[src/hdl/apoc_defs.vh]
// Constants for the converter digital output control block.
// Assumes inclusion by the design file and by the bench top.
`ifndef APOC_DEFS_VH
`define APOC_DEFS_VH

// APB register byte offsets
`define APOC_ADDR_CTRL     12'h000
`define APOC_ADDR_STATUS   12'h004
`define APOC_ADDR_IRQ_STAT 12'h008
`define APOC_ADDR_IRQ_MASK 12'h00C
`define APOC_ADDR_SAMPLE   12'h010
`define APOC_ADDR_COUNT    12'h014

// Control register fields
`define APOC_CTRL_OE_N     0
`define APOC_CTRL_PD       1
`define APOC_CTRL_RESET    32'h0000_0001

// Strap level encodings (0, 1/3, 2/3, full supply)
`define APOC_STRAP_GND     2'h0
`define APOC_STRAP_THIRD   2'h1
`define APOC_STRAP_TWO3RD  2'h2
`define APOC_STRAP_VDD     2'h3

// Interrupt status bits
`define APOC_IRQ_OVF       0
`define APOC_IRQ_READY     1
`define APOC_IRQ_LOCK      2
`define APOC_IRQ_W         3

// Recovery and relock counts, in encode clock cycles
`define APOC_NAP_CYCLES    16'h0064
`define APOC_LOCK_CYCLES   16'h0064
// Sleep recovery time in microseconds
`define APOC_SLEEP_US      32'h0000_0BB8
`define APOC_CLK_MHZ       32'h0000_000A
// Encode clock considered stopped after this many pclk cycles
`define APOC_STOP_CYCLES   16'h0100

// Saturation codes
`define APOC_FULL_OB       12'hFFF
`define APOC_ZERO_OB       12'h000
`define APOC_SIGN_BIT      11

`endif

[src/hdl/apoc_output_ctrl.v]
// Digital output side of a 12-bit sampling converter: coding, overflow,
// sample clock out, tri-state control, sleep and nap with recovery.
// Assumes the encode clock arrives asynchronously to pclk, and that the
// converter core supplies a raw offset-binary word with range flags.
//
// Design decisions made here: register access over APB and the address map.
`default_nettype none
`include "apoc_defs.vh"

module apoc_output_ctrl #(
    parameter WIDTH = 12,
    parameter SLEEP_CYCLES = 30000
) (
    input wire pclk,
    input wire presetn,
    input wire [11:0] paddr,
    input wire psel,
    input wire penable,
    input wire pwrite,
    input wire [31:0] pwdata,
    output reg [31:0] prdata,
    output wire pready,
    output wire pslverr,
    input wire sampling_edge_pos,
    input wire [1:0] mode_strap,
    input wire [WIDTH-1:0] raw_word,
    input wire raw_over,
    input wire raw_under,
    output reg [WIDTH-1:0] sample_word,
    output wire [WIDTH-1:0] sample_word_oe,
    output reg overflow_flag,
    output wire overflow_flag_oe,
    output reg output_sample_clock,
    output wire output_sample_clock_oe,
    output wire twos_comp,
    output wire stabilizer_on,
    output wire sleep_mode,
    output wire nap_mode,
    output wire data_valid,
    output wire irq
);

// ----------------------------------------
// Power states
// ----------------------------------------
localparam ST_RUN = 4'b0001;
localparam ST_SLEEP = 4'b0010;
localparam ST_NAP = 4'b0100;
localparam ST_RECOVER = 4'b1000;

// ----------------------------------------
// Encode clock synchroniser
// ----------------------------------------
reg enc_s1_q, enc_s2_q, enc_s3_q;
reg enc_lvl_q;
always @(posedge pclk or negedge presetn) begin
    if (!presetn) begin
        enc_s1_q <= 1'b0;
        enc_s2_q <= 1'b0;
        enc_s3_q <= 1'b0;
        enc_lvl_q <= 1'b0;
    end else begin
        enc_s1_q <= sampling_edge_pos;
        enc_s2_q <= enc_s1_q;
        enc_s3_q <= enc_s2_q;
        if (enc_s2_q == enc_s3_q) begin
            enc_lvl_q <= enc_s3_q;
        end
    end
end
wire enc_rise = (enc_s2_q == enc_s3_q) && enc_s3_q && !enc_lvl_q;
wire enc_fall = (enc_s2_q == enc_s3_q) && !enc_s3_q && enc_lvl_q;

// ----------------------------------------
// Strap decode
// ----------------------------------------
// Strap caught after reset release, not under the async reset
reg strap_done_q;
reg twos_q, dcs_q;
always @(posedge pclk or negedge presetn) begin
    if (!presetn) begin
        strap_done_q <= 1'b0;
        twos_q <= 1'b0;
        dcs_q <= 1'b0;
    end else if (!strap_done_q) begin
        strap_done_q <= 1'b1;
        twos_q <= (mode_strap == `APOC_STRAP_TWO3RD) || (mode_strap == `APOC_STRAP_VDD);
        dcs_q <= (mode_strap == `APOC_STRAP_THIRD) || (mode_strap == `APOC_STRAP_TWO3RD);
    end
end
assign twos_comp = twos_q;
assign stabilizer_on = dcs_q;

// ----------------------------------------
// APB registers
// ----------------------------------------
reg [31:0] ctrl_q;
reg [`APOC_IRQ_W-1:0] irq_stat_q, irq_mask_q;
reg [15:0] sample_cnt_q;
wire wr = psel && penable && pwrite;
wire rd_en = psel && !pwrite;
wire addr_ok = (paddr == `APOC_ADDR_CTRL) || (paddr == `APOC_ADDR_STATUS) ||
               (paddr == `APOC_ADDR_IRQ_STAT) || (paddr == `APOC_ADDR_IRQ_MASK) ||
               (paddr == `APOC_ADDR_SAMPLE) || (paddr == `APOC_ADDR_COUNT);
assign pready = 1'b1;
assign pslverr = psel && penable && !addr_ok;
wire oe_n = ctrl_q[`APOC_CTRL_OE_N];
wire pd = ctrl_q[`APOC_CTRL_PD];

always @(posedge pclk or negedge presetn) begin
    if (!presetn) begin
        ctrl_q <= `APOC_CTRL_RESET;
        irq_mask_q <= {`APOC_IRQ_W{1'b0}};
    end else if (wr && paddr == `APOC_ADDR_CTRL) begin
        ctrl_q <= pwdata & 32'h0000_0003;
    end else if (wr && paddr == `APOC_ADDR_IRQ_MASK) begin
        irq_mask_q <= pwdata[`APOC_IRQ_W-1:0];
    end
end

// ----------------------------------------
// Power state machine
// ----------------------------------------
reg [3:0] pst_q, pst_d;
reg [31:0] rec_cnt_q, rec_cnt_d;
reg ready_evt;
reg sleep_q;
always @* begin
    pst_d = pst_q;
    rec_cnt_d = rec_cnt_q;
    ready_evt = 1'b0;
    case (pst_q)
        ST_RUN: begin
            if (pd) begin
                pst_d = oe_n ? ST_SLEEP : ST_NAP;
            end
        end
        ST_SLEEP, ST_NAP: begin
            if (!pd) begin
                pst_d = ST_RECOVER;
                rec_cnt_d = (pst_q == ST_SLEEP) ? SLEEP_CYCLES : {16'h0000, `APOC_NAP_CYCLES};
            end else begin
                // Enable level picks sleep or nap while powered down
                pst_d = oe_n ? ST_SLEEP : ST_NAP;
            end
        end
        ST_RECOVER: begin
            if (pd) begin
                pst_d = oe_n ? ST_SLEEP : ST_NAP;
            end else if (rec_cnt_q == 32'h0000_0000) begin
                pst_d = ST_RUN;
                ready_evt = 1'b1;
            end else if (sleep_q || enc_rise) begin
                // Sleep counts pclk time, nap counts encode cycles
                rec_cnt_d = rec_cnt_q - 32'h0000_0001;
            end
        end
        default: pst_d = ST_RUN;
    endcase
end
always @(posedge pclk or negedge presetn) begin
    if (!presetn) begin
        pst_q <= ST_RUN;
        rec_cnt_q <= 32'h0000_0000;
        sleep_q <= 1'b0;
    end else begin
        pst_q <= pst_d;
        rec_cnt_q <= rec_cnt_d;
        if (pst_q == ST_SLEEP) begin
            sleep_q <= 1'b1;
        end else if (pst_q == ST_NAP) begin
            sleep_q <= 1'b0;
        end
    end
end
assign sleep_mode = (pst_q == ST_SLEEP);
assign nap_mode = (pst_q == ST_NAP);
wire running = (pst_q == ST_RUN);

// ----------------------------------------
// Stabilizer lock
// ----------------------------------------
reg [15:0] stop_cnt_q, lock_cnt_q;
reg locked_q;
reg lock_evt_q;
always @(posedge pclk or negedge presetn) begin
    if (!presetn) begin
        stop_cnt_q <= 16'h0000;
        lock_cnt_q <= 16'h0000;
        locked_q <= 1'b0;
        lock_evt_q <= 1'b0;
    end else begin
        lock_evt_q <= 1'b0;
        if (enc_rise) begin
            stop_cnt_q <= 16'h0000;
        end else if (stop_cnt_q != `APOC_STOP_CYCLES) begin
            stop_cnt_q <= stop_cnt_q + 16'h0001;
        end
        // relock after stop
        // Wait for the strap decode, else a stabilizer part skips its first lock
        if (!dcs_q) begin
            locked_q <= strap_done_q;
        end else if (stop_cnt_q == `APOC_STOP_CYCLES) begin
            locked_q <= 1'b0;
            lock_cnt_q <= 16'h0000;
        end else if (!locked_q && enc_rise) begin
            if (lock_cnt_q == `APOC_LOCK_CYCLES - 16'h0001) begin
                locked_q <= 1'b1;
                lock_evt_q <= 1'b1;
            end else begin
                lock_cnt_q <= lock_cnt_q + 16'h0001;
            end
        end
    end
end

// ----------------------------------------
// Output path
// ----------------------------------------
// midpoint fall timer
reg [15:0] half_q, per_cnt_q, mid_cnt_q;
reg mid_fall_q;
always @(posedge pclk or negedge presetn) begin
    if (!presetn) begin
        half_q <= 16'h0001;
        per_cnt_q <= 16'h0000;
        mid_cnt_q <= 16'h0000;
        mid_fall_q <= 1'b0;
    end else begin
        mid_fall_q <= 1'b0;
        if (enc_rise) begin
            half_q <= {1'b0, per_cnt_q[15:1]};
            per_cnt_q <= 16'h0000;
            mid_cnt_q <= 16'h0000;
        end else begin
            per_cnt_q <= per_cnt_q + 16'h0001;
            mid_cnt_q <= mid_cnt_q + 16'h0001;
            if (mid_cnt_q + 16'h0001 == half_q) begin
                mid_fall_q <= 1'b1;
            end
        end
    end
end
wire clk_fall = dcs_q ? mid_fall_q : enc_fall;

reg [WIDTH-1:0] word_d;
always @* begin
    if (raw_over) begin
        word_d = `APOC_FULL_OB;
    end else if (raw_under) begin
        word_d = `APOC_ZERO_OB;
    end else begin
        word_d = raw_word;
    end
    if (twos_q) begin
        word_d[`APOC_SIGN_BIT] = ~word_d[`APOC_SIGN_BIT];
    end
end

wire ovf_now = raw_over || raw_under;
always @(posedge pclk or negedge presetn) begin
    if (!presetn) begin
        sample_word <= {WIDTH{1'b0}};
        overflow_flag <= 1'b0;
        output_sample_clock <= 1'b0;
        sample_cnt_q <= 16'h0000;
    end else begin
        if (enc_rise) begin
            output_sample_clock <= 1'b1;
        end else if (clk_fall) begin
            output_sample_clock <= 1'b0;
        end
        if (enc_rise && running) begin
            sample_word <= word_d;
            overflow_flag <= ovf_now;
            sample_cnt_q <= sample_cnt_q + 16'h0001;
        end
    end
end

wire drv = !oe_n && running;
assign sample_word_oe = {WIDTH{drv}};
assign overflow_flag_oe = drv;
assign output_sample_clock_oe = drv;
assign data_valid = running && locked_q;

// ----------------------------------------
// Interrupts
// ----------------------------------------
wire [`APOC_IRQ_W-1:0] irq_set = {lock_evt_q, ready_evt, enc_rise && running && ovf_now};
always @(posedge pclk or negedge presetn) begin
    if (!presetn) begin
        irq_stat_q <= {`APOC_IRQ_W{1'b0}};
    end else if (wr && paddr == `APOC_ADDR_IRQ_STAT) begin
        // Set beats a same-cycle clear
        irq_stat_q <= (irq_stat_q & ~pwdata[`APOC_IRQ_W-1:0]) | irq_set;
    end else begin
        irq_stat_q <= irq_stat_q | irq_set;
    end
end
assign irq = |(irq_stat_q & irq_mask_q);

// Loaded in the setup cycle so the access phase reads a flop
always @(posedge pclk or negedge presetn) begin
    if (!presetn) begin
        prdata <= 32'h0000_0000;
    end else if (rd_en && !penable) begin
        case (paddr)
            `APOC_ADDR_CTRL: prdata <= ctrl_q;
            `APOC_ADDR_STATUS: prdata <= {26'h0, data_valid, locked_q, pst_q[2], pst_q[1], dcs_q, twos_q};
            `APOC_ADDR_IRQ_STAT: prdata <= {29'h0, irq_stat_q};
            `APOC_ADDR_IRQ_MASK: prdata <= {29'h0, irq_mask_q};
            `APOC_ADDR_SAMPLE: prdata <= {19'h0, overflow_flag, sample_word};
            `APOC_ADDR_COUNT: prdata <= {16'h0, sample_cnt_q};
            default: prdata <= 32'h0000_0000;
        endcase
    end else if (!psel) begin
        prdata <= 32'h0000_0000;
    end
end

endmodule // apoc_output_ctrl
`default_nettype wire

[config.mk]
export PLATFORM = sky130hd
export DESIGN_NAME = apoc_output_ctrl
export DESIGN_NICKNAME = d
export VERILOG_FILES = /design/src/hdl/apoc_output_ctrl.v
export VERILOG_INCLUDE_DIRS = /design/src /design/src/hdl
export SDC_FILE = /design/constraint.sdc
export NUM_CORES = 1
export LEC_CHECK = 0
export ABC_CLOCK_PERIOD_IN_PS = 3800
export BUFFER_PORTS_ARGS = -buffer_cell sky130_fd_sc_hd__buf_2
export CAP_MARGIN = 20
export CORE_ASPECT_RATIO = 0.7
export CORE_MARGIN = 1.5
export CORE_UTILIZATION = 31
export CTS_BUF_LIST = sky130_fd_sc_hd__clkbuf_16
export DETAILED_ROUTE_END_ITERATION = 7
export GPL_TIMING_DRIVEN = 0
export PLACE_DENSITY_LB_ADDON = 0.15
export SYNTH_ARGS = -nofsm -noshare
export SYNTH_HDL_FRONTEND = slang
export SYNTH_SLANG_ARGS = --single-unit
[constraint.sdc]
create_clock -name pclk -period 3.8 [get_ports pclk]
set_clock_uncertainty 0.15 [all_clocks]
set_input_delay 0.95 -clock pclk [delete_from_list [all_inputs] [get_ports pclk]]
set_output_delay 0.95 -clock pclk [all_outputs]
set_load 0.01 [all_outputs]
==> metrics.csv, run 1 <==
stage;metric;value;unit
critical_path;r2r_setup_slack;0.41;ns
floorplanning;coreArea;29100;µm²
critical_path;critPathLaunch;pst_q[0];
timing;finalCriticalPeriod;3.45;ns
critical_path;max_stage_delay;0.68;ns
routing;vias;7296;
global_routing;overflow;0;
global_routing;grt_pass1_vias;6954;
worst_hold_path;min_path_type;reg -> reg;
critical_path;r2r_start;rec_cnt_q[0];
cells_and_area;fin_nets;1192;
pwr;powerDensity;437;nW/µm²
cells_and_area;num_antenna_cells;0;
placed_design;port_buffers;85;
status;status;complete, no violations;
critical_path;path_class;reg -> out;
pwr;worst_ir_drop_vdd;0.000291;V
timing;hold_viol;0;
clocking;htree_levels;4;
routing;drt_first_pass_iters;5;
floorplanning;io-pin-count;134;
logic_synthesis;synth_ff_type;dfrtp_1;
logic_synthesis;ys_seq_area_frac;0.486;
routing;routed_wl;23400;µm
clocking;cts.sinks;180;
routing;drtIter0Drc;561;
routing;viasPerCell;4.84;
cells_and_area;final_cell_mix;177 x dfrtp_1, 125 x nor2_1, 123 x nand2_1;
timing;period_share;0.907;
clocking;clock_latency;0.45;ns
global_routing;grt_usage;0.158;
timing;drv_slew;0;
logic_synthesis;yosysUniqueCellTypes;68;
critical_path;slowest_stage;or4b_2;
routing;ant_nets;0;
cells_and_area;fill_cells;3023;
floorplanning;floorplan.initialDensity;0.318;
critical_path;endpoint_kind;primary output;
clocking;cts_tree;built;
logic_synthesis;synth_top_area_frac;0.477;
critical_path;r2r_cells;9;
logic_synthesis;ys.warnings.count;0;
logic_synthesis;synth_area;9280;µm²
pwr;p_int;0.00335;W
pwr;pwr-share-comb;0.150;
pwr;p_leak;4.99;nW
routing;wl_per_cell;15.5;µm
cells_and_area;syn_to_final_growth;16.9;%
logic_synthesis;async_flop_share;1.00;
pwr;pwr-share-clk;0.363;
global_routing;grt_max_degree;101;
critical_path;cp.required;2.70;ns
clocking;numCtsBuffers;17;
timing;clock.fmax;0.290;GHz
clocking;clk_pin_slew_worst_paths;0.07;ns
floorplanning;die_x;210;µm
timing;rsz0062_at_grt;no;
logic_synthesis;synth_edf_count;0;
worst_hold_path;hold_start;enc_s2_q;
timing;tns;0;ns
critical_path;reg2reg_to;rec_cnt_q[16];
floorplanning;die_height;148;µm
floorplanning;rows;52;
cells_and_area;final_common_cell;dfrtp_1;
clocking;cts_max_path_buffers;2;
logic_synthesis;avgSynthCellArea;9.33;µm²
global_routing;antenna_found_initial;0;
timing;finalSetupViolations;0;
pwr;switchingPower;0.00139;W
logic_synthesis;synth_cells;994;
cells_and_area;final_cells;1506;
placed_design;dp_hpwl;16500;µm
critical_path;endpoint;sample_word_oe[10];
timing;worstMarginPinSlew;1.03;ns
pwr;p_seq_frac;0.487;
critical_path;cp-start-kind;register;
clocking;postCtsSetupBuffers;0;
clocking;cts_hold_buf;0;
logic_synthesis;synth_area_leaders;dfrtp_1 48%, xnor2_1 5.4%, nor2_1 5.1%;
pwr;swShare;0.293;
critical_path;cp_cell_sequence;or4b_2 -> nor2_4 -> buf_4 -> buf_2;
floorplanning;dieArea;31000;µm²
routing;drc_errors;0;
global_routing;grt_first_pass_wirelength;38500;µm
logic_synthesis;synth.ff_latch_count;180;
logic_synthesis;yosys.area.top_type;dfrtp_1;
placed_design;post-place-cells;1474;
placed_design;gp_congestion;0.810;
critical_path;worstPathArrival;2.35;ns
run;cap_violations;0;
critical_path;path_max_fanout;14;
timing;relSlewSlack;0.305;
cells_and_area;drive_above_1_share;0.150;
clocking;cts-root-buf;clkbuf_16;
kinds of logic (layout without fill, tap and decap cells):
logic type / Yosys count / count (layout) / share of synthesized area
and+or+nand+nor: 445 / 445 / 0.234
DFF: 180 / 180 / 0.486
AOI/OAI and AO/OA: 152 / 152 / 0.104
xor gates and xnor gates: 99 / 99 / 0.0949
buffers and inverters: 96 / 214 / 0.0525
adders and majority gates: 11 / 11 / 0.0148
muxes: 9 / 9 / 0.0131
other: 2 / 18 / 0.000809
how the worst min path moves through the flow:
| stage | to | slack (ns) | depth (start not counted) |
|---|---|---|---|
| final | enc_s3_q | 0.27 | 0 |
| after global routing | enc_s2_q | 0.30 | 0 |
| after CTS | enc_s3_q | 0.28 | 0 |
| after detailed placement | enc_s3_q | 0.27 | 0 |
| after global placement | enc_s3_q | 0.25 | 0 |
| after floorplan | enc_s2_q | 0.18 | 0 |
power groups by stage:
stage | Combinational (W) | Clock [W] | Sequential (W)
final | 0.000708 | 0.00172 | 0.00231
after global placement | 0.000712 | 0 | 0.00234
after detailed placement | 0.000721 | 0 | 0.00234
after global routing | 0.000819 | 0.00184 | 0.00234
after CTS | 0.000721 | 0.00177 | 0.00231
after floorplan | 0.000471 | 0 | 0.00229
synthesized netlist by cell type (all sizes together) (20+ instances only):
cell	number
nor2	126
clkbuf	34
nand2	123
o21ai	58
xnor2	57
dfrtp	177
nor4	28
nor3	20
nand4	23
inv	22
nand3	39
buf	40
xor2	41
a21oi	35
critical path: cells and delay by family (launching register included):
family | cells | cell delay, ns
flops | 1 | 0.65
simple gates | 2 | 0.97
buf+inv | 2 | 0.28
per-stage QoR:
stage | hold slack, ns | total power, W | util | setup slack, ns | area, µm²
3_5_place_dp | 0.266 | 0.00306 | 0.353 | 0.191 | 10300
3_3_place_gp | 0.247 | 0.00305 | 0.351 | -1.61 | 10200
2_1_floorplan | 0.181 | 0.00276 | - | 0.505 | 9340
6_report | 0.271 | 0.00474 | 0.372 | 0.354 | 10800
5_1_grt | 0.296 | 0.00500 | 0.372 | 0.0924 | 10800
4_1_cts | 0.280 | 0.00480 | 0.372 | 0.100 | 10800
final cells by class:
type	count	area, µm²	share of cell area
multi-input cells	734	4360	0.402
clock inverters	15	128	0.0118
plain buffers	73	400	0.0369
well taps	378	473	0.0436
inverters	22	82.6	0.00762
clock buffers	17	425	0.0392
flip-flops and latches	180	4510	0.416
repair buffers	87	468	0.0432
flip-flops by register name, indices dropped and copies added (netlist names), 2 cells and up:
name	cells
ctrl_q	2
half_q	15
irq_mask_q	3
irq_stat_q	3
lock_cnt_q	16
mid_cnt_q	16
per_cnt_q	16
prdata	16
pst_q	4
rec_cnt_q	32
sample_cnt_q	16
sample_word	12
stop_cnt_q	16
metal layers:
metal,vias up,part of all wire,global-route usage
li1,3665,-,-
met1,3489,0.54,0.245
met2,120,0.41,0.216
met3,22,0.037,0.0336
met4,0,0.013,0.0464
met5,-,0,0
timing repair:
item / in CTS / in global routing
endpoints found under the hold margin: 0 / 0
endpoints found under the setup margin: 14 / 13
gates resized for setup: 2 / 0
Note: power is estimated with default switching activity, not from simulation.
==> inputs of run 2 (changes only) <==
Settings changed: CORE_MARGIN 1.5 to not set.
==> metrics.csv, run 2 (synthesis results as in run 1) <==
stage;metric;value;unit;change
timing;drv_slew;0;;unchanged
floorplanning;dieArea;30600;µm²;was 31000 µm²
routing;wl_met3;797;µm;was 868 µm
pwr;pwr-share-clk;0.369;;was 0.363
pwr;p_leak;5.02;nW;was 4.99 nW
floorplanning;io-pin-count;134;;unchanged
cells_and_area;largest_reg_flops;32;;unchanged
routing;viasPerCell;4.88;;was 4.84
cells_and_area;postLayoutCoreUtil;0.373;;was 0.372
placed_design;dp_hpwl;16700;µm;was 16500 µm
placed_design;port_buffers;85;;unchanged
global_routing;grt_max_degree;115;;was 101
placed_design;gp_congestion;0.817;;was 0.810
routing;routed_wl;23300;µm;was 23400 µm
floorplanning;coreArea;29100;µm²;unchanged
critical_path;path_class;reg -> out;;unchanged
timing;finalSetupViolations;0;;unchanged
routing;drtIter0Drc;452;;was 561
routing;vias;7355;;was 7296
pwr;swShare;0.291;;was 0.293
global_routing;overflow;0;;unchanged
critical_path;worstPathArrival;2.34;ns;was 2.35 ns
pwr;pwr-share-comb;0.153;;was 0.150
critical_path;cp.required;2.70;ns;about the same
critical_path;max_stage_delay;0.68;ns;about the same
floorplanning;rows;52;;unchanged
routing;drc_errors;0;;unchanged
timing;fin_ws;0.363;ns;was 0.354 ns
cells_and_area;syn_to_final_growth;17.1;%;was 16.9%
timing;finalCriticalPeriod;3.44;ns;was 3.45 ns
clocking;numCtsBuffers;17;;unchanged
floorplanning;floorplan.initialDensity;0.318;;unchanged
routing;ant_nets;0;;unchanged
global_routing;grt_usage;0.160;;was 0.158
critical_path;crit_family;simple AND/OR/NAND/NOR gates;;unchanged
clocking;clock_latency;0.45;ns;about the same
critical_path;path_max_fanout;14;;unchanged
clocking;cts_tree;built;;unchanged
critical_path;slowest_stage;or4b_2;;unchanged
cells_and_area;top_register;rec_cnt_q;;unchanged
timing;tns;0;ns;unchanged
floorplanning;die_height;147;µm;was 148 µm
clocking;cts-root-buf;clkbuf_16;;unchanged
pwr;powerDensity;444;nW/µm²;was 437 nW/µm²
run;cap_violations;0;;unchanged
routing;dr_wl_met2;9360;µm;was 9500 µm
clocking;htree_levels;4;;unchanged
critical_path;cp-start-kind;register;;unchanged
cells_and_area;final_common_cell;dfrtp_1;;unchanged
global_routing;antenna_found_initial;0;;unchanged
cells_and_area;drive_above_1_share;0.150;;unchanged
timing;period_share;0.904;;was 0.907
timing;relSlewSlack;0.304;;was 0.305
critical_path;crit_buf_inv;2;;unchanged
routing;wl_per_cell;15.5;µm;about the same
clocking;cts_max_path_buffers;2;;unchanged
clocking;cts_hold_buf;0;;unchanged
floorplanning;die_x;209;µm;was 210 µm
clocking;cts.sinks;180;;unchanged
pwr;p_seq_frac;0.478;;was 0.487
clocking;postCtsSetupBuffers;0;;unchanged
status;status;complete, no violations;;unchanged
critical_path;endpoint_kind;primary output;;unchanged
cells_and_area;final_cell_mix;177 x dfrtp_1, 125 x nor2_1, 123 x nand2_1;;unchanged
cells_and_area;fin_nets;1192;;unchanged
critical_path;cp_cell_sequence;or4b_2 -> nor2_4 -> buf_4 -> buf_2;;unchanged
worst_hold_path;min_path_type;reg -> reg;;unchanged
pwr;worst_ir_drop_vdd;0.000257;V;was 0.000291 V
clocking;clk_pin_slew_worst_paths;0.07;ns;about the same
pwr;p_int;0.00342;W;was 0.00335 W
placed_design;pre_cts_slack;0.147;ns;was 0.191 ns
routing;drt_first_pass_iters;7;;was 5
cells_and_area;num_antenna_cells;0;;unchanged
routing;routed.top_layer;met4;;unchanged
global_routing;grt_first_pass_wirelength;38700;µm;was 38500 µm
timing;worstMarginPinSlew;1.04;ns;was 1.03 ns
timing;hold_viol;0;;unchanged
pwr;switchingPower;0.00140;W;was 0.00139 W
timing;clock.fmax;0.291;GHz;was 0.290 GHz
timing;rsz0062_at_grt;no;;unchanged
routing;met1_length;12800;µm;was 12700 µm
global_routing;grt_pass1_vias;7023;;was 6954
## run 2: changes by cell type in the layout (fill, tap and decap cells not counted)
cell / change
inv_6: +2
clkinv_2: -1
clkinvlp_4: -1
clkinv_4: -1
inv_1: +3
bufinv_16: +1
clkinv_1: -3
## run 2: area by class of cell
class / count / area, µm²
Clock buffer: 17 / 425
Buffer: 73 / 400
Timing Repair Buffer: 87 / 468
Clock inverter: 15 / 154
Fill cell: 3032 / 18300
Multi-Input combinational cell: 734 / 4360
Tap cell: 378 / 473
Inverter: 22 / 82.6
Sequential cell: 180 / 4510
## run 2: path summary, 6_finish.rpt
path	start	slack, ns	endpoint	cells past startpoint
min reg2reg	enc_s2_q	0.26	enc_s3_q	0
min in group asynchronous	presetn	0.28	prdata[12]	1
min	enc_s2_q	0.26	enc_s3_q	0
max reg2reg	rec_cnt_q[0]	0.40	rec_cnt_q[16]	9
max	pst_q[0]	0.36	sample_word_oe[6]	4
max in group asynchronous	presetn	2.24	half_q[10]	2
## run 2: layer usage
metal	global-route usage	up-vias
met5	0	-
met2	0.213	121
met4	0.0515	0
met3	0.0351	23
met1	0.251	3530
li1	-	3681
## run 2: repair_timing
item,in CTS,in global routing
pin swaps,0,0
resized for setup,2,0
setup endpoints to repair,14,13
cloned,0,0
## run 2: power by group through the flow
stage	clock [W]	combinational, W	sequential, W
finish	0.00178	0.000736	0.00231
floorplan	0	0.000471	0.00229
global placement	0	0.000729	0.00234
detailed placement	0	0.000742	0.00234
CTS	0.00184	0.000743	0.00231
global route	0.00192	0.000840	0.00234
## run 2: through the flow
| step | std cells | power, W | hold slack (ns) | instance area (µm²) |
|---|---|---|---|---|
| detailed placement | 1474 | 0.00308 | 0.252 | 10300 |
| floorplan | 1010 | 0.00276 | 0.181 | 9340 |
| global route | 1506 | 0.00510 | 0.276 | 10900 |
| CTS | 1506 | 0.00489 | 0.267 | 10900 |
| finish | 1506 | 0.00482 | 0.263 | 10900 |
| global placement | 1473 | 0.00307 | 0.247 | 10200 |
